File: src/efs_pkg.sv
package efs_pkg;

  // register map and data widths
  localparam int          ADDR_W        = 8;
  localparam int          DATA_W        = 8;
  localparam logic [7:0]  OFS_MODE      = 8'h4E;
  localparam logic [7:0]  OFS_STATUS    = 8'h4F;
  localparam logic [7:0]  OFS_ENABLE_0  = 8'h50;
  localparam logic [7:0]  OFS_ENABLE_1  = 8'h51;
  localparam logic [7:0]  OFS_FLAGS_0   = 8'h52;
  localparam logic [7:0]  OFS_FLAGS_1   = 8'h53;

  // reset values
  localparam logic [4:0]  STATUS_RESET  = 5'h0D;
  localparam logic [5:0]  ENABLE0_RESET = 6'h00;
  localparam logic [7:0]  ENABLE1_RESET = 8'h00;
  localparam logic [5:0]  FLAGS0_RESET  = 6'h00;
  localparam logic [7:0]  FLAGS1_RESET  = 8'h00;

  // mode register fields
  localparam int          MODE_NONALIGN = 4;
  localparam int          MODE_PATTERN  = 3;

  // indication 0 fields (change flags follow status bit order)
  localparam int          F0_EXCESS     = 5;

  // indication 1 fields
  localparam int          F1_CAS_START  = 7;
  localparam int          F1_SUB_START  = 6;
  localparam int          F1_CAS_ERR    = 5;
  localparam int          F1_CRC_START  = 4;
  localparam int          F1_CRC_ALIGN  = 3;
  localparam int          F1_CRC_ERR    = 2;
  localparam int          F1_WORD_ERR   = 1;
  localparam int          F1_MOVE       = 0;

  // expected line patterns
  localparam logic [6:0]  FAS_WORD      = 7'h1B;
  localparam logic [3:0]  CAS_MFAS      = 4'h0;
  localparam logic [5:0]  CRC_MFAS      = 6'h0B;
  localparam logic [3:0]  CRC_POLY_LOW  = 4'h3;
  localparam int          POS_W         = 9;

  // excessive crc-4 error window
  localparam logic [9:0]  EXCESS_LIMIT  = 10'h393;
  localparam int          CLK_PERIOD_NS = 10;
  localparam int          WINDOW_MS     = 1000;
  localparam int          WINDOW_CYCLES =
    WINDOW_MS * (1000000 / CLK_PERIOD_NS);

  // synchronisation state from the frame search logic
  typedef struct packed {
    logic interworking_state;
    logic cas_mf_loss_state;
    logic crc_mf_loss_state;
    logic offline_frame_loss_state;
    logic frame_loss_state;
  } efs_state_type;

  // register port request
  typedef struct packed {
    logic [ADDR_W-1:0] addr;
    logic [DATA_W-1:0] wdata;
    logic              wr;
    logic              rd;
  } efs_bus_type;

endpackage

File: src/efs_event_logic.sv
// Behaviour
// - crc multiframe loss state bit readable
// - offline frame loss state bit readable
// - basic frame loss state bit readable
// - change flag on any state toggle
// - flags stay set until written one
// - interrupt only for enabled flags; enables reset 0
// - 915 crc errors per second window
// - excess detection suspended when crc unsynced
// - cas multiframe start flag, gated by sync
// - crc sub-multiframe start flag, gated by sync
// - crc multiframe start flag, gated by sync
// - cas alignment word must equal 0000
// - crc alignment bits must equal 001011
// - crc-4 check against next sub-multiframe
// - frame word error per selected criterion
// - flag when alignment position moves
// - count select: words (bits select stored only), add nonalign
// - interworking state bit readable
// - cas multiframe loss state bit readable
`timescale 1ns/100ps
`default_nettype none
module efs_event_logic #(
  parameter int WINDOW_CYCLES = efs_pkg::WINDOW_CYCLES
) (
  input  wire logic                   clk,
  input  wire logic                   rst,
  input  wire efs_pkg::efs_bus_type   bus,
  output logic [efs_pkg::DATA_W-1:0]  rd_data,
  input  wire efs_pkg::efs_state_type state_in,
  input  wire logic                   cas_mf_start,
  input  wire logic                   crc_submf_start,
  input  wire logic                   crc_mf_start,
  input  wire logic                   cas_mfas_valid,
  input  wire logic [3:0]             cas_mfas,
  input  wire logic                   crc_mfas_valid,
  input  wire logic [5:0]             crc_mfas,
  input  wire logic                   fas_valid,
  input  wire logic [6:0]             fas_word,
  input  wire logic                   nfas_valid,
  input  wire logic                   nfas_bit,
  input  wire logic                   rx_bit_en,
  input  wire logic                   rx_bit,
  input  wire logic                   crc_bit_slot,
  input  wire logic                   align_found,
  input  wire logic [efs_pkg::POS_W-1:0] align_pos,
  output logic                        irq_n
);

  efs_pkg::efs_state_type      status;
  logic [5:0]                  enable0;
  logic [7:0]                  enable1;
  logic [5:0]                  flags0;
  logic [7:0]                  flags1;
  logic                        pattern_count_select;
  logic                        nonalign_count_select;
  logic [5:0]                  set0;
  logic [7:0]                  set1;
  logic [5:0]                  clr0;
  logic [7:0]                  clr1;
  logic                        crc_sync;
  logic                        cas_sync;
  logic                        frame_sync;
  logic                        word_err_evt;
  logic                        crc_err_evt;
  logic                        excess_evt;
  logic [3:0]                  crc_calc;
  logic [3:0]                  crc_prev;
  logic [3:0]                  crc_rx;
  logic                        crc_have;
  logic [3:0]                  next_calc;
  logic [3:0]                  next_rx;
  logic [3:0]                  base_calc;
  logic [3:0]                  base_rx;
  logic                        fb;
  logic [9:0]                  err_count;
  logic [26:0]                 win_count;
  logic [efs_pkg::POS_W-1:0]   last_pos;
  logic                        pos_valid;
  logic                        pending;

  // sync conditions taken from the live state
  assign crc_sync   = !state_in.crc_mf_loss_state;
  assign cas_sync   = !state_in.cas_mf_loss_state;
  assign frame_sync = !state_in.frame_loss_state;

  // registered copy of the state bits
  always_ff @(posedge clk or posedge rst) begin
    if (rst) begin
      status <= efs_pkg::STATUS_RESET;
    end else begin
      status <= state_in;
    end
  end

  // enable and mode registers
  always_ff @(posedge clk or posedge rst) begin
    if (rst) begin
      enable0               <= efs_pkg::ENABLE0_RESET;
      enable1               <= efs_pkg::ENABLE1_RESET;
      pattern_count_select  <= 1'b0;
      nonalign_count_select <= 1'b0;
    end else if (bus.wr) begin
      if (bus.addr == efs_pkg::OFS_ENABLE_0) begin
        enable0 <= bus.wdata[5:0];
      end
      if (bus.addr == efs_pkg::OFS_ENABLE_1) begin
        enable1 <= bus.wdata;
      end
      if (bus.addr == efs_pkg::OFS_MODE) begin
        pattern_count_select  <= bus.wdata[efs_pkg::MODE_PATTERN];
        nonalign_count_select <= bus.wdata[efs_pkg::MODE_NONALIGN];
      end
    end
  end

  // frame word error: whole fas word, optionally nfas
  always_comb begin
    word_err_evt = 1'b0;
    if (frame_sync) begin
      if (fas_valid && fas_word != efs_pkg::FAS_WORD) begin
        word_err_evt = 1'b1;
      end
      if (nonalign_count_select && nfas_valid && !nfas_bit) begin
        word_err_evt = 1'b1;
      end
    end
  end

  // serial crc-4, c-bit slots counted as zero
  always_comb begin
    base_calc = crc_submf_start ? 4'h0 : crc_calc;
    base_rx   = crc_submf_start ? 4'h0 : crc_rx;
    next_calc = base_calc;
    next_rx   = base_rx;
    fb        = 1'b0;
    if (rx_bit_en) begin
      fb        = (rx_bit & !crc_bit_slot) ^ base_calc[3];
      next_calc = {base_calc[2:0], 1'b0} ^
                  (fb ? efs_pkg::CRC_POLY_LOW : 4'h0);
      if (crc_bit_slot) begin
        next_rx = {base_rx[2:0], rx_bit};
      end
    end
  end

  assign crc_err_evt = crc_sync && crc_submf_start && crc_have &&
                       crc_rx != crc_prev;

  // crc-4 state; compare restarts whenever sync is lost
  always_ff @(posedge clk or posedge rst) begin
    if (rst) begin
      crc_calc <= 4'h0;
      crc_rx   <= 4'h0;
      crc_prev <= 4'h0;
      crc_have <= 1'b0;
    end else begin
      crc_calc <= next_calc;
      crc_rx   <= next_rx;
      if (!crc_sync) begin
        crc_have <= 1'b0;
      end else if (crc_submf_start) begin
        crc_prev <= crc_calc;
        crc_have <= 1'b1;
      end
    end
  end

  // one second window of crc-4 errors
  assign excess_evt = crc_sync && crc_err_evt &&
                      err_count == efs_pkg::EXCESS_LIMIT - 10'h001;

  always_ff @(posedge clk or posedge rst) begin
    if (rst) begin
      win_count <= 27'h0;
      err_count <= 10'h0;
    end else if (!crc_sync) begin
      win_count <= 27'h0;
      err_count <= 10'h0;
    end else if (win_count == 27'(WINDOW_CYCLES - 1)) begin
      win_count <= 27'h0;
      err_count <= 10'h0;
    end else begin
      win_count <= win_count + 27'h1;
      if (crc_err_evt && err_count != efs_pkg::EXCESS_LIMIT) begin
        err_count <= err_count + 10'h1;
      end
    end
  end

  // last alignment position
  always_ff @(posedge clk or posedge rst) begin
    if (rst) begin
      last_pos  <= '0;
      pos_valid <= 1'b0;
    end else if (align_found) begin
      last_pos  <= align_pos;
      pos_valid <= 1'b1;
    end
  end

  // hardware set terms
  always_comb begin
    set0 = 6'h00;
    set0[4:0] = state_in ^ status;
    set0[efs_pkg::F0_EXCESS] = excess_evt;
    set1 = 8'h00;
    set1[efs_pkg::F1_CAS_START] = cas_sync && cas_mf_start;
    set1[efs_pkg::F1_SUB_START] = crc_sync && crc_submf_start;
    set1[efs_pkg::F1_CRC_START] = crc_sync && crc_mf_start;
    set1[efs_pkg::F1_CAS_ERR]   = cas_sync && cas_mfas_valid &&
                                  cas_mfas != efs_pkg::CAS_MFAS;
    set1[efs_pkg::F1_CRC_ALIGN] = crc_sync && crc_mfas_valid &&
                                  crc_mfas != efs_pkg::CRC_MFAS;
    set1[efs_pkg::F1_CRC_ERR]   = crc_err_evt;
    set1[efs_pkg::F1_WORD_ERR]  = word_err_evt;
    set1[efs_pkg::F1_MOVE]      = align_found && pos_valid &&
                                  align_pos != last_pos;
  end

  // write-one-to-clear terms
  assign clr0 = (bus.wr && bus.addr == efs_pkg::OFS_FLAGS_0) ?
                bus.wdata[5:0] : 6'h00;
  assign clr1 = (bus.wr && bus.addr == efs_pkg::OFS_FLAGS_1) ?
                bus.wdata : 8'h00;

  // sticky flags, set wins over clear
  always_ff @(posedge clk or posedge rst) begin
    if (rst) begin
      flags0 <= efs_pkg::FLAGS0_RESET;
      flags1 <= efs_pkg::FLAGS1_RESET;
    end else begin
      flags0 <= (flags0 & ~clr0) | set0;
      flags1 <= (flags1 & ~clr1) | set1;
    end
  end

  // interrupt output
  assign pending = |(flags0 & enable0) || |(flags1 & enable1);

  always_ff @(posedge clk or posedge rst) begin
    if (rst) begin
      irq_n <= 1'b1;
    end else begin
      irq_n <= !pending;
    end
  end

  // read data one cycle after the strobe, zero otherwise
  always_ff @(posedge clk or posedge rst) begin
    if (rst) begin
      rd_data <= 8'h00;
    end else if (bus.rd) begin
      case (bus.addr)
        efs_pkg::OFS_MODE: begin
          rd_data <= {3'h0, nonalign_count_select,
                      pattern_count_select, 3'h0};
        end
        efs_pkg::OFS_STATUS:   rd_data <= {3'h0, status};
        efs_pkg::OFS_ENABLE_0: rd_data <= {2'h0, enable0};
        efs_pkg::OFS_ENABLE_1: rd_data <= enable1;
        efs_pkg::OFS_FLAGS_0:  rd_data <= {2'h0, flags0};
        efs_pkg::OFS_FLAGS_1:  rd_data <= flags1;
        default:               rd_data <= 8'h00;
      endcase
    end else begin
      rd_data <= 8'h00;
    end
  end
endmodule
`default_nettype wire

File: config.mk
export PLATFORM = sky130hd
export DESIGN_NAME = efs_event_logic
export DESIGN_NICKNAME = d
export VERILOG_FILES = /design/src/efs_pkg.sv /design/src/efs_event_logic.sv
export SDC_FILE = /design/constraint.sdc
export NUM_CORES = 1
export LEC_CHECK = 0
export ABC_CLOCK_PERIOD_IN_PS = 4100
export BUFFER_PORTS_ARGS = -buffer_cell sky130_fd_sc_hd__buf_2
export CAP_MARGIN = 20
export CORE_UTILIZATION = 50
export CTS_BUF_LIST = sky130_fd_sc_hd__clkbuf_8
export DETAILED_ROUTE_END_ITERATION = 8
export PLACE_DENSITY = 0.74
export SYNTH_ARGS = -nofsm -noshare
export SYNTH_HDL_FRONTEND = slang
export SYNTH_SLANG_ARGS = --single-unit
export TNS_END_PERCENT = 50
File: constraint.sdc
create_clock -name clk -period 4.1 [get_ports clk]
set_input_delay 0.82 -clock clk [delete_from_list [all_inputs] [get_ports clk]]
set_output_delay 0.82 -clock clk [all_outputs]
set_load 0.01 [all_outputs]
### Yosys cells after proc, flatten, opt, wreduce, memory -nomap -nowiden

Cells that the tools add are included.

| cells by class | value |
|---|---|
| muxes and demuxes | 20 |
| bitwise logic cells | 13 |
| add/sub/neg operators | 2 |
| equality and inequality tests | 13 |
| reductions and logical operators | 34 |

Operators with widths:

| kind | count |
|---|---|
| $mux W27 | 2 |
| $eq A8 B7 Y1 const B | 6 |
| $pmux W8 S6 | 1 |
| $mux W10 | 3 |
| $add A27 B1 Y27 const B | 1 |
| $eq A27 B27 Y1 const B | 1 |
| $mux W4 | 5 |
| $logic_and A1 B1 Y1 | 19 |
| $and A8 B8 Y8 | 2 |
| $mux W8 | 2 |
| $and A6 B6 Y6 | 2 |
| $add A10 B1 Y10 const B | 1 |
| $eq A10 B10 Y1 const B | 1 |
| $ne A10 B10 Y1 const B | 1 |
| $ne A9 B9 Y1 | 1 |
| $not A8 Y8 | 1 |
| $or A8 B8 Y8 | 1 |
| $reduce_and A2 Y1 | 4 |
| $reduce_or A8 Y1 | 1 |
| $ne A7 B5 Y1 const B | 1 |
| $mux W6 | 1 |
| $ne A6 B4 Y1 const B | 1 |
| $not A6 Y6 | 1 |
| $or A6 B6 Y6 | 1 |
| 14 further kinds | 22 |

| storage, ports and cells | value |
|---|---|
| output and inout port bits | 9 |
| register bits | 104 |
| bits of input ports | 63 |

### Longest topological paths before layout

Gate-level depths: netlist (run 1).

| depth | value |
|---|---|
| depth after elaboration | 8 |
| mapped depth | 7 |

### Worst setup path before layout (run 1)

OpenSTA, ideal clock, no wires.

| timing | value |
|---|---|
| path kind | input port to flip-flop |
| start | input bus[15] in the netlist's numbering |
| end | register nonalign_count_select |
| buffers on the path | 1 |
| stages on the path | 5 |
| arrival | 2.259 ns |
| setup time | 0.125 ns |
| setup slack | 1.716 ns |
| cell sequence | or3b_2 > buf_2 > nor2b_1 > nor2b_1 > mux2_2 |

| between the ends | value |
|---|---|
| cells in the longest elaborated chain, start to end | 2 |

Ends and longest elaborated chain:

| element | line | text |
|---|---|---|
| start: declaration | efs_event_logic.sv:28 | `input wire efs_pkg::efs_bus_type bus,` |
| $eq A8 B7 Y1 | efs_event_logic.sv:110 | `if (bus.addr == efs_pkg::OFS_MODE) begin` |
| $reduce_and A2 Y1 (no line) | - |  |
| end signal: assignment | efs_event_logic.sv:112 | `nonalign_count_select <= bus.wdata[efs_pkg::MODE_NONALIGN];` |
| end: declaration | efs_event_logic.sv:56 | `logic nonalign_count_select;` |

No other way between the ends.
A chain may end at the register's enable or synchronous reset.

### Final worst setup path (run 1)

| timing | value |
|---|---|
| start | register win_count[0] |
| end | register win_count[14] |

| between the ends | value |
|---|---|
| cells in the longest elaborated chain, start to end | 3 |
| elaborated cells between the ends (all ways) | 4 |

Ends and longest elaborated chain:

| element | line | text |
|---|---|---|
| start: declaration | efs_event_logic.sv:77 | `logic [26:0] win_count;` |
| start signal: assignment | efs_event_logic.sv:184 | `win_count <= win_count + 27'h1;` |
| $add A27 B1 Y27 / $eq A27 B27 Y1 (equally long branches) | efs_event_logic.sv:184, efs_event_logic.sv:180 |  |
| $mux W27 (*) | efs_event_logic.sv:180 | `end else if (win_count == 27'(WINDOW_CYCLES - 1)) begin` |
| $mux W27 (*) | efs_event_logic.sv:177 | `end else if (!crc_sync) begin` |

Mark *: on every way between the ends. The rest lies on a longest branch, timed or not.

==> impl_metrics.prom, run 1 <==
# TYPE chip_impl_metric gauge
chip_impl_info{name="cts_tree",value="yes"} 1
chip_impl_metric{name="timing_max_transition_violations_final",unit=""} 0
chip_impl_metric{name="p_switching",unit="uW"} 480
chip_impl_metric{name="count_of_nets_after_finishing",unit=""} 614
chip_impl_metric{name="htree_levels",unit=""} 3
chip_impl_metric{name="die_width",unit="um"} 104
chip_impl_metric{name="insertedDiodeCount",unit=""} 0
chip_impl_metric{name="portBuffers",unit=""} 71
chip_impl_metric{name="boundaryPins",unit=""} 72
chip_impl_metric{name="grt_pass1_vias",unit=""} 4013
chip_impl_metric{name="drt_first_iter_violations",unit=""} 219
chip_impl_metric{name="max_clock_freq",unit="MHz"} 416
chip_impl_metric{name="drt-vias-per-instance",unit=""} 5.88
chip_impl_metric{name="detail_route.first_pass.iterations",unit=""} 4
chip_impl_metric{name="grt_use_met2",unit="%"} 36.1
chip_impl_metric{name="ys_async_sr_fraction",unit="%"} 100
chip_impl_info{name="grt_setup_unrepaired",value="false"} 1
chip_impl_metric{name="syn_area_per_cell",unit="um^2"} 10.8
chip_impl_metric{name="synth.top_cell.area_share",unit="%"} 48.1
chip_impl_metric{name="fp.dieH",unit="um"} 104
chip_impl_metric{name="num_rows",unit=""} 36
chip_impl_metric{name="timing.final.setup_violations",unit=""} 0
chip_impl_metric{name="cap_viol_max_count",unit=""} 0
chip_impl_metric{name="track_usage",unit="%"} 22.2
chip_impl_info{name="kind_of_critical_path",value="reg2reg"} 1
chip_impl_metric{name="finalWirelength",unit="um"} 11200
chip_impl_metric{name="cp_data_required_time",unit="ps"} 4340
chip_impl_metric{name="post_cts_buffers",unit=""} 0
chip_impl_metric{name="placedInstanceArea",unit="mm^2"} 0.00568
chip_impl_info{name="netlist_top_cells_area",value="dfrtp_1 (48%), mux2_2 (6.7%), xor2_1 (4.0%)"} 1
chip_impl_metric{name="final_report_hold_violation_count",unit=""} 0
chip_impl_metric{name="cts_bufs_inserted",unit=""} 9
chip_impl_info{name="clock-root-buffer",value="clkbuf_8"} 1
chip_impl_metric{name="synth.distinct_cells",unit=""} 59
chip_impl_info{name="worstSetupStartpointType",value="flop"} 1
chip_impl_metric{name="accumulated_negative_setup_slack",unit="ps"} 0
chip_impl_metric{name="internal-power",unit="uW"} 1380
chip_impl_info{name="holdCritPathClass",value="reg2reg"} 1
chip_impl_metric{name="power.density",unit="mW/mm^2"} 319
chip_impl_info{name="outcome",value="completed"} 1
chip_impl_metric{name="finalWorstPathRequiredPeriod",unit="ps"} 2410
chip_impl_metric{name="synth.yosys.warnings",unit=""} 0
chip_impl_metric{name="timing.max_slew.rel_slack",unit="%"} 47.0
chip_impl_metric{name="grt.met3_usage",unit="%"} 4.39
chip_impl_metric{name="core",unit="mm^2"} 0.00991
chip_impl_metric{name="grt_max_degree",unit=""} 56
chip_impl_metric{name="cts_hold_buf",unit=""} 0
chip_impl_metric{name="congestion_overflow_gr",unit=""} 0
chip_impl_metric{name="arrival",unit="ps"} 2650
chip_impl_metric{name="antenna_found_initial",unit=""} 0
chip_impl_metric{name="syn_area",unit="mm^2"} 0.00520
chip_impl_metric{name="cts.path.max_buffers",unit=""} 2
chip_impl_metric{name="drt_drc_violations_left",unit=""} 0
chip_impl_metric{name="final_min_period_over_clock_period",unit="%"} 58.7
chip_impl_metric{name="ant_nets",unit=""} 0
chip_impl_metric{name="dp.final_hpwl",unit="um"} 8010
chip_impl_metric{name="vdd_ir_drop_max",unit="mV"} 0.160
chip_impl_metric{name="worst_pin_slew",unit="ps"} 788
chip_impl_info{name="synth_area_leader",value="dfrtp_1"} 1
chip_impl_metric{name="syn-instance-count",unit=""} 481
chip_impl_metric{name="fin_util",unit="%"} 59.1
chip_impl_metric{name="grt_use_met1",unit="%"} 30.5
chip_impl_metric{name="layout-area-overhead-vs-synth",unit="%"} 12.6
chip_impl_info{name="yosys_most_used_dff",value="dfrtp_1"} 1
chip_impl_metric{name="number_of_cells_upsized_or_downsized_after_cts",unit=""} 0
chip_impl_metric{name="grt_pass1_wl",unit="um"} 19400
chip_impl_metric{name="initial_core_util",unit="%"} 52.5
chip_impl_metric{name="synth_sequential_area_ratio",unit="%"} 50.2
chip_impl_metric{name="ys_seq_elements",unit=""} 104
chip_impl_info{name="top_usage_layer",value="met2"} 1
chip_impl_metric{name="swShare",unit="%"} 25.8
chip_impl_metric{name="clk_transition_reported_paths",unit="ps"} 90
chip_impl_metric{name="clock_latency",unit="ps"} 370
chip_impl_metric{name="numClockSinks",unit=""} 104
chip_impl_metric{name="postLayoutCellArea",unit="mm^2"} 0.00585
chip_impl_metric{name="postSynthNetCount",unit=""} 547
chip_impl_metric{name="power.share.combinational",unit="%"} 10.2
chip_impl_metric{name="proportion_of_layout_cells_with_a_drive_suffix_above_1",unit="%"} 26.6
chip_impl_metric{name="routabilityCongestion",unit=""} 0.839
chip_impl_metric{name="synth-edff-count",unit=""} 0
chip_impl_info{name="cp-end-kind",value="flop"} 1
chip_impl_metric{name="clockPowerShare",unit="%"} 31.2
chip_impl_metric{name="route.detailed.wl_per_inst",unit="um"} 16.3
chip_impl_metric{name="power_frac_seq",unit="%"} 58.6
chip_impl_metric{name="crit_path_max_fanout",unit=""} 19
chip_impl_metric{name="die_area",unit="mm^2"} 0.0108
chip_impl_metric{name="power.leakage",unit="uW"} 0.00250
chip_impl_metric{name="finClkSkew",unit="ps"} 9.47
chip_impl_metric{name="vias",unit=""} 4030
==> kinds of logic (layout without fill, tap and decap cells) <==
logic type / after synthesis / count (layout) / synth area share [%]
fa+ha+maj: 3 / 3 / 0.722
xor+xnor: 30 / 30 / 5.05
flops: 104 / 104 / 50.2
compound gates: 95 / 95 / 12.4
buf+inv: 32 / 103 / 2.45
mux: 41 / 41 / 9.36
simple gates: 176 / 176 / 19.9
==> sequential cells by signal, summed over array words and instances (netlist names) <==
name                   count
crc_calc                   4
crc_have                   1
crc_prev                   4
crc_rx                     4
enable0                    6
enable1                    8
err_count                 10
flags0                     6
flags1                     8
irq_n                      1
last_pos                   9
nonalign_count_select      1
pattern_count_select       1
pos_valid                  1
rd_data                    8
status                     5
win_count                 27
==> placed cells by master, fill, tap and decap left out, types with 11 or more instances in the layout <==
cell	Yosys	final
nor2_1	25	25
xor2_1	24	24
or4_1	20	20
o31ai_1	14	14
buf_2	5	72
a21oi_1	30	30
nand4_1	12	12
nand3_1	25	25
dfrtp_1	100	100
mux2_2	31	31
inv_1	13	13
o21ai_0	11	11
nand2_1	36	36
==> critical path: stages (launching register included) <==
cell and delay (ps):
dfrtp_1 420, ha_1 220, and3_1 290, nand3_1 210, o31ai_4 700, buf_4 370, a21oi_1 70
==> routing by layer <==
| layer | up-vias | share of wire, % |
|---|---|---|
| li1 | 1929 | - |
| met1 | 1994 | 46 |
| met2 | 94 | 49 |
| met3 | 13 | 4.8 |
| met4 | 0 | 0.93 |
| met5 | - | 0 |
==> power groups by stage <==
| stage | Combinational (uW) | Sequential [uW] | Clock (uW) |
|---|---|---|---|
| 2_1_floorplan | 119 | 1110 | 0 |
| 3_3_place_gp | 186 | 1110 | 0 |
| 3_5_place_dp | 192 | 1110 | 0 |
| 4_1_cts | 193 | 1090 | 594 |
| 5_1_grt | 213 | 1100 | 635 |
| 6_report | 190 | 1090 | 582 |
==> through the flow <==
stage	std cells	hold slack, ps	power [uW]	setup slack, ps
CTS	685	483	1880	1660
finish	685	479	1860	1690
detailed placement	670	460	1300	1430
global route	685	527	1950	1430
global placement	669	458	1300	1480
floorplan	481	440	1230	554
==> worst paths after layout <==
check,cells after the start,start,slack [ps],to
max,6,win_count[0]$_DFF_PP0_,1690,win_count[14]$_DFF_PP0_
min,1,pos_valid$_DFFE_PP0P_,480,pos_valid$_DFFE_PP0P_
max reg2reg,6,win_count[0]$_DFF_PP0_,1690,win_count[14]$_DFF_PP0_
min reg2reg,1,pos_valid$_DFFE_PP0P_,480,pos_valid$_DFFE_PP0P_
max in group asynchronous,3,rst,2690,status[3]$_DFF_PP1_
min in group asynchronous,2,rst,550,last_pos[2]$_DFFE_PP0P_
==> synth_stat cells (all sizes together), types with 2 or more instances <==
cell and n:
dfrtp 100, nand2 36, a21oi 31, mux2 31, nand3 26, nor2 26, xor2 24, or4 22
o31ai 15, clkbuf 14, inv 13, nand4 13, o21ai 11, a21o 9, or3 8, a22oi 7
mux2i 7, nor4 7, and3 6, xnor2 6, buf 5, nor2b 5, a22o 4, and4 4
dfstp 4, nand2b 4, or2 4, a32o 3, a32oi 3, ha 3, mux4 3, nor3 3
nor4b 3, o41ai 3, a31o 2, a31oi 2, nand4b 2, or3b 2
==> layout make-up <==
class,count,area (um^2)
fill,858,4060
tap,133,166
timing repair buffer,75,383
multi-input combinational,345,2470
clock inverter,5,33.8
sequential,104,2610
inverter,13,51.3
clock buffer,10,138
Note: power is estimated with default switching activity, not from simulation.
==> inputs of run 2 (changes only) <==
- ABC_CLOCK_PERIOD_IN_PS: 4100 -> 2500
- clock period: 4.1 -> 2.5 ns (I/O delays scaled with it)
==> impl_metrics.prom, run 2 (same netlist as run 1, synthesis figures left out) <==
# TYPE chip_impl_metric gauge
chip_impl_metric{name="grt_pass1_vias",unit=""} 3949
chip_impl_metric{name="num_rows",unit=""} 36
chip_impl_metric{name="drt_first_iter_violations",unit=""} 225
chip_impl_metric{name="placedInstanceArea",unit="mm^2"} 0.00572
chip_impl_metric{name="power_frac_seq",unit="%"} 54.5
chip_impl_metric{name="place_inst",unit=""} 673
chip_impl_metric{name="die_width",unit="um"} 104
chip_impl_metric{name="core",unit="mm^2"} 0.00991
chip_impl_metric{name="worst_pin_slew",unit="ps"} 814
chip_impl_metric{name="initial_core_util",unit="%"} 52.5
chip_impl_metric{name="power.leakage",unit="uW"} 0.00254
chip_impl_metric{name="antenna_found_initial",unit=""} 0
chip_impl_metric{name="cap_viol_max_count",unit=""} 0
chip_impl_info{name="cpMaxStageDelayCell",value="or4_1"} 1
chip_impl_metric{name="track_usage",unit="%"} 22.3
chip_impl_metric{name="cts.path.max_buffers",unit=""} 2
chip_impl_metric{name="boundaryPins",unit=""} 72
chip_impl_info{name="mostFrequentLayoutCells",value="dfrtp_1 (100), buf_2 (71), nand2_1 (36)"} 1
chip_impl_metric{name="routabilityCongestion",unit=""} 0.803
chip_impl_metric{name="accumulated_negative_setup_slack",unit="ps"} 0
chip_impl_metric{name="die_area",unit="mm^2"} 0.0108
chip_impl_metric{name="dp.final_hpwl",unit="um"} 8190
chip_impl_info{name="hold-path-endpoint",value="status[1]$_DFF_PP0_"} 1
chip_impl_metric{name="final_min_period_over_clock_period",unit="%"} 83.9
chip_impl_metric{name="cp_data_required_time",unit="ps"} 2810
chip_impl_metric{name="fin_util",unit="%"} 60.1
chip_impl_metric{name="proportion_of_layout_cells_with_a_drive_suffix_above_1",unit="%"} 27.5
chip_impl_info{name="registers.top_by_ff_count",value="win_count"} 1
chip_impl_metric{name="postLayoutCellArea",unit="mm^2"} 0.00595
chip_impl_metric{name="max_clock_freq",unit="MHz"} 477
chip_impl_metric{name="power.density",unit="mW/mm^2"} 552
chip_impl_metric{name="drt-vias-per-instance",unit=""} 5.94
chip_impl_metric{name="cts_hold_buf",unit=""} 0
chip_impl_metric{name="crit_path_max_fanout",unit=""} 9
chip_impl_info{name="final_common_cell",value="dfrtp_1"} 1
chip_impl_metric{name="timing_max_transition_violations_final",unit=""} 0
chip_impl_metric{name="slowest_delay",unit="ps"} 640
chip_impl_metric{name="depth_of_the_most_critical_reg_to_reg_path",unit=""} 4
chip_impl_metric{name="timing.final.setup_violations",unit=""} 0
chip_impl_metric{name="grt_max_degree",unit=""} 105
chip_impl_metric{name="vias",unit=""} 4096
chip_impl_metric{name="post_cts_buffers",unit=""} 0
chip_impl_metric{name="finalWorstPathRequiredPeriod",unit="ps"} 2100
chip_impl_metric{name="place_worst_setup_slack",unit="ps"} 271
chip_impl_info{name="regToRegEndpoint",value="win_count[19]$_DFF_PP0_"} 1
chip_impl_info{name="largestRegisters",value="win_count: 27 flops, err_count: 10 flops, last_pos: 9 flops"} 1
chip_impl_info{name="cp-end-kind",value="flop"} 1
chip_impl_metric{name="final_report_hold_violation_count",unit=""} 0
chip_impl_info{name="holdCritPathClass",value="in2reg"} 1
chip_impl_metric{name="arrival",unit="ps"} 2400
chip_impl_info{name="cts_tree",value="yes"} 1
chip_impl_metric{name="timing.max_slew.rel_slack",unit="%"} 45.2
chip_impl_metric{name="finalWirelength",unit="um"} 11400
chip_impl_metric{name="fp.dieH",unit="um"} 104
chip_impl_metric{name="layout-area-overhead-vs-synth",unit="%"} 14.5
chip_impl_metric{name="vdd_ir_drop_max",unit="mV"} 0.306
chip_impl_metric{name="cts_bufs_inserted",unit=""} 9
chip_impl_metric{name="final_critical_path_setup_slack",unit="ps"} 402
chip_impl_metric{name="detail_route.first_pass.iterations",unit=""} 5
chip_impl_metric{name="grt_pass1_wl",unit="um"} 19300
chip_impl_metric{name="route.detailed.wl_per_inst",unit="um"} 16.5
chip_impl_metric{name="layout.filler_cells",unit=""} 843
chip_impl_metric{name="largest_register_ffs",unit=""} 27
chip_impl_metric{name="insertedDiodeCount",unit=""} 0
chip_impl_info{name="kind_of_critical_path",value="reg2reg"} 1
chip_impl_metric{name="htree_levels",unit=""} 3
chip_impl_metric{name="reg2reg_setup_slack",unit="ps"} 400
chip_impl_metric{name="numClockSinks",unit=""} 104
chip_impl_metric{name="swShare",unit="%"} 24.6
chip_impl_metric{name="finClkSkew",unit="ps"} 11.0
chip_impl_metric{name="clk_transition_reported_paths",unit="ps"} 100
chip_impl_metric{name="internal-power",unit="uW"} 2480
chip_impl_metric{name="drt_drc_violations_left",unit=""} 0
chip_impl_metric{name="timing.hold.worst_path_depth",unit=""} 1
chip_impl_metric{name="finish.cell_count_without_fillers",unit=""} 690
chip_impl_metric{name="count_of_nets_after_finishing",unit=""} 618
chip_impl_info{name="worstReg2RegStart",value="win_count[2]$_DFF_PP0_"} 1
chip_impl_metric{name="ant_nets",unit=""} 0
chip_impl_metric{name="clock_latency",unit="ps"} 370
chip_impl_metric{name="congestion_overflow_gr",unit=""} 0
chip_impl_metric{name="p_switching",unit="uW"} 808
chip_impl_metric{name="power.share.combinational",unit="%"} 9.6
chip_impl_info{name="outcome",value="completed"} 1
chip_impl_metric{name="portBuffers",unit=""} 71
chip_impl_info{name="clock-root-buffer",value="clkbuf_8"} 1
chip_impl_info{name="worstSetupStartpointType",value="flop"} 1
chip_impl_metric{name="number_of_cells_upsized_or_downsized_after_cts",unit=""} 0
chip_impl_metric{name="clockPowerShare",unit="%"} 35.9
chip_impl_info{name="crit_path_cell_trace",value="nand4_1 -> or4_1 -> or4_4 -> a21oi_2"} 1
chip_impl_info{name="holdCritStartpoint",value="state_in[1]"} 1
chip_impl_info{name="grt_setup_unrepaired",value="false"} 1
==> run 2: critical path, delay by kind of cell, from the launching register on <==
family	cells	cell delay, ps
AND/OR/NAND/NOR	3	1440
flip-flops	1	440
AO/OA/AOI/OAI	1	140
==> run 2: through the flow <==
step | hold slack [ps] | power, uW
detailed placement | 464 | 2140
floorplan | 440 | 2010
global route | 229 | 3420
CTS | 228 | 3320
global placement | 452 | 2130
finish | 248 | 3290
==> run 2: routing by layer <==
layer / global-route usage (%) / part of all wire, %
met1: 29.7 / 44
met2: 37.0 / 50
met3: 4.57 / 4.7
met4: 6.53 / 1.1
met5: 0 / 0
==> run 2: power by group through the flow <==
stage          sequential [uW]  clock, uW  combinational, uW
6_report                  1790       1180                314
5_1_grt                   1800       1270                350
4_1_cts                   1790       1210                318
3_5_place_dp              1830          0                317
3_3_place_gp              1820          0                306
2_1_floorplan             1820          0                195
==> run 2: worst max-delay path by stage <==
stage / start / to / slack (ps) / cells past startpoint
6_report: win_count[2]$_DFF_PP0_ / win_count[19]$_DFF_PP0_ / 400 / 4
5_1_grt: win_count[9]$_DFF_PP0_ / win_count[24]$_DFF_PP0_ / 300 / 4
4_1_cts: crc_rx[0]$_DFF_PP0_ / err_count[3]$_DFFE_PP0P_ / 300 / 4
3_5_place_dp: bus[15] / enable1[3]$_DFFE_PP0P_ / 270 / 5
3_3_place_gp: bus[15] / flags1[0]$_DFF_PP0_ / 300 / 6
2_1_floorplan: bus[15] / nonalign_count_select$_DFFE_PP0P_ / 440 / 5
==> run 2: area by class of cell <==
type / instances / area (um^2) / share of cell area, %
tap: 133 / 166 / 2.80
multi-input combinational: 345 / 2470 / 41.5
clock inverter: 6 / 91.3 / 1.53
inverter: 13 / 52.6 / 0.883
timing repair buffer: 79 / 425 / 7.15
sequential: 104 / 2610 / 43.8
clock buffer: 10 / 138 / 2.31
==> inputs of run 3 (changes only) <==
- ABC_CLOCK_PERIOD_IN_PS: 2500 -> 2000
- clock period: 2.5 -> 2 ns (I/O delays scaled with it)
==> impl_metrics.prom, run 3 (same netlist as run 1, synthesis figures left out) <==
# TYPE chip_impl_metric gauge
chip_impl_metric{name="worst_pin_slew",unit="ps"} 610
chip_impl_metric{name="route.detailed.wl_per_inst",unit="um"} 16.3
chip_impl_info{name="registers.top_by_ff_count",value="win_count"} 1
chip_impl_metric{name="die_area",unit="mm^2"} 0.0108
chip_impl_metric{name="drt-vias-per-instance",unit=""} 5.87
chip_impl_metric{name="power_frac_seq",unit="%"} 57.9
chip_impl_metric{name="numClockSinks",unit=""} 104
chip_impl_metric{name="cp_data_required_time",unit="ps"} 2300
chip_impl_metric{name="dp.final_hpwl",unit="um"} 8570
chip_impl_info{name="largestRegisters",value="win_count: 27 flops, err_count: 10 flops, last_pos: 9 flops"} 1
chip_impl_metric{name="swShare",unit="%"} 26.5
chip_impl_metric{name="vdd_ir_drop_max",unit="mV"} 0.337
chip_impl_metric{name="core",unit="mm^2"} 0.00991
chip_impl_metric{name="largest_register_ffs",unit=""} 27
chip_impl_info{name="final_common_cell",value="dfrtp_1"} 1
chip_impl_metric{name="cap_viol_max_count",unit=""} 0
chip_impl_info{name="cp-end-kind",value="flop"} 1
chip_impl_metric{name="boundaryPins",unit=""} 72
chip_impl_metric{name="drt_drc_violations_left",unit=""} 0
chip_impl_metric{name="clock_latency",unit="ps"} 370
chip_impl_info{name="outcome",value="completed"} 1
chip_impl_metric{name="timing_max_transition_violations_final",unit=""} 0
chip_impl_info{name="kind_of_critical_path",value="reg2reg"} 1
chip_impl_metric{name="fp.dieH",unit="um"} 104
chip_impl_metric{name="die_width",unit="um"} 104
chip_impl_metric{name="finalWirelength",unit="um"} 11700
chip_impl_metric{name="initial_core_util",unit="%"} 52.5
chip_impl_metric{name="power.leakage",unit="uW"} 0.00267
chip_impl_metric{name="max_clock_freq",unit="MHz"} 518
chip_impl_metric{name="fin_util",unit="%"} 62.2
chip_impl_info{name="clock-root-buffer",value="clkbuf_8"} 1
chip_impl_metric{name="finClkSkew",unit="ps"} 11.9
chip_impl_metric{name="cts_bufs_inserted",unit=""} 9
chip_impl_metric{name="htree_levels",unit=""} 3
chip_impl_metric{name="power.share.combinational",unit="%"} 11.3
chip_impl_info{name="crit_path_cell_trace",value="nand4_1 -> or4_2 -> or4_1 -> a21oi_2"} 1
chip_impl_metric{name="cts.path.max_buffers",unit=""} 2
chip_impl_metric{name="layout-area-overhead-vs-synth",unit="%"} 18.6
chip_impl_metric{name="timing.final.setup_violations",unit=""} 0
chip_impl_metric{name="grt_pass1_vias",unit=""} 4194
chip_impl_metric{name="final_min_period_over_clock_period",unit="%"} 96.5
chip_impl_metric{name="antenna_found_initial",unit=""} 0
chip_impl_info{name="mostFrequentLayoutCells",value="dfrtp_1 (99), buf_2 (71), nand2_1 (36)"} 1
chip_impl_info{name="holdCritPathClass",value="in2async"} 1
chip_impl_metric{name="num_rows",unit=""} 36
chip_impl_metric{name="vias",unit=""} 4201
chip_impl_metric{name="detail_route.first_pass.iterations",unit=""} 5
chip_impl_metric{name="internal-power",unit="uW"} 2840
chip_impl_metric{name="slowest_delay",unit="ps"} 650
chip_impl_metric{name="grt_max_degree",unit=""} 46
chip_impl_metric{name="timing.hold.ws",unit="ps"} 95.4
chip_impl_metric{name="clockPowerShare",unit="%"} 30.8
chip_impl_metric{name="insertedDiodeCount",unit=""} 0
chip_impl_metric{name="congestion_overflow_gr",unit=""} 0
chip_impl_metric{name="drt_first_iter_violations",unit=""} 236
chip_impl_metric{name="grt_pass1_wl",unit="um"} 20000
chip_impl_metric{name="timing.max_slew.rel_slack",unit="%"} 59.2
chip_impl_metric{name="arrival",unit="ps"} 2230
chip_impl_metric{name="finalWorstPathRequiredPeriod",unit="ps"} 1930
chip_impl_metric{name="layout.filler_cells",unit=""} 814
chip_impl_metric{name="portBuffers",unit=""} 71
chip_impl_metric{name="power.density",unit="mW/mm^2"} 627
chip_impl_info{name="grt_setup_unrepaired",value="true"} 1
chip_impl_info{name="worstSetupStartpointType",value="flop"} 1
chip_impl_metric{name="track_usage",unit="%"} 22.9
chip_impl_metric{name="ant_nets",unit=""} 0
chip_impl_info{name="cts_tree",value="yes"} 1
chip_impl_metric{name="clk_transition_reported_paths",unit="ps"} 100
chip_impl_metric{name="routabilityCongestion",unit=""} 0.808
chip_impl_metric{name="proportion_of_layout_cells_with_a_drive_suffix_above_1",unit="%"} 32.1
chip_impl_metric{name="count_of_nets_after_finishing",unit=""} 644
chip_impl_metric{name="crit_path_max_fanout",unit=""} 5
chip_impl_info{name="cpMaxStageDelayCell",value="or4_2"} 1
chip_impl_metric{name="p_switching",unit="uW"} 1020
chip_impl_metric{name="final_report_hold_violation_count",unit=""} 0
run 3: cell count changes in the layout (fill, tap and decap cells not counted), sizes merged:
cell	previous run	this run
inv	13	15
clkinvlp	4	3
bufinv	2	0
clkbuf	11	9
buf	78	105
clkinv	0	2
run 3: what timing repair did:
| item | 4_1_cts | 5_1_grt |
|---|---|---|
| gates cloned | 0 | 0 |
| buffers inserted | 0 | 1 |
| hold buffers | 0 | 0 |
| endpoints found under the setup margin | 5 | 10 |
| pin swaps | 0 | 2 |
| resized for setup | 1 | 9 |
run 3: area by class of cell:
type	count	area (um^2)	share of cell area, %
clock buffers	9	124	2.01
inverters	13	52.6	0.852
clock inverters	7	46.3	0.751
well taps	133	166	2.70
multi-input cells	345	2520	40.9
repair buffers	105	648	10.5
flip-flops and latches	104	2610	42.3
run 3: through the flow:
stage	TNS, ps	area, um^2	instances	setup slack, ps	total power, uW
2_1_floorplan	0	5200	481	12.2	2510
3_3_place_gp	-251	5940	699	-30.1	2690
3_5_place_dp	-1700	5940	699	-203	2700
4_1_cts	0	6120	715	23.0	3890
5_1_grt	-56.2	6160	716	-56.2	4040
6_report	0	6160	716	70.9	3860
run 3: critical path, delay by kind of cell, from the launching register on:
family | cells | cell delay, ps
and+or+nand+nor | 3 | 1280
DFF | 1 | 440
AOI/OAI and AO/OA | 1 | 140
run 3: routing by layer:
layer	up-vias	share of wire, %	wire, um	global-route usage (%)
met5	-	0	0	0
met4	0	1.8	214	8.27
met3	17	4.4	511	4.01
met2	121	49	5780	37.6
met1	2077	44	5180	30.5
li1	1986	-	-	-
run 3: worst paths after layout:
path                                        startpoint                       to  slack, ps  cells past startpoint
worst min-delay path                               rst     rd_data[6]$_DFF_PP0_        100                      2
min in group clk                           state_in[0]      status[0]$_DFF_PP1_        160                      1
max in group asynchronous                          rst  win_count[10]$_DFF_PP0_       1260                      3
worst max register to register  win_count[3]$_DFF_PP0_  win_count[25]$_DFF_PP0_         70                      4
worst max-delay path            win_count[3]$_DFF_PP0_  win_count[25]$_DFF_PP0_         70                      4
worst min register to register   pos_valid$_DFFE_PP0P_    pos_valid$_DFFE_PP0P_        480                      1
run 3: power groups by stage:
stage / sequential (uW) / clock (uW) / combinational [uW]
floorplan: 2270 / 0 / 244
global placement: 2270 / 0 / 412
detailed placement: 2280 / 0 / 426
CTS: 2240 / 1230 / 431
global route: 2250 / 1310 / 484
finish: 2240 / 1190 / 435
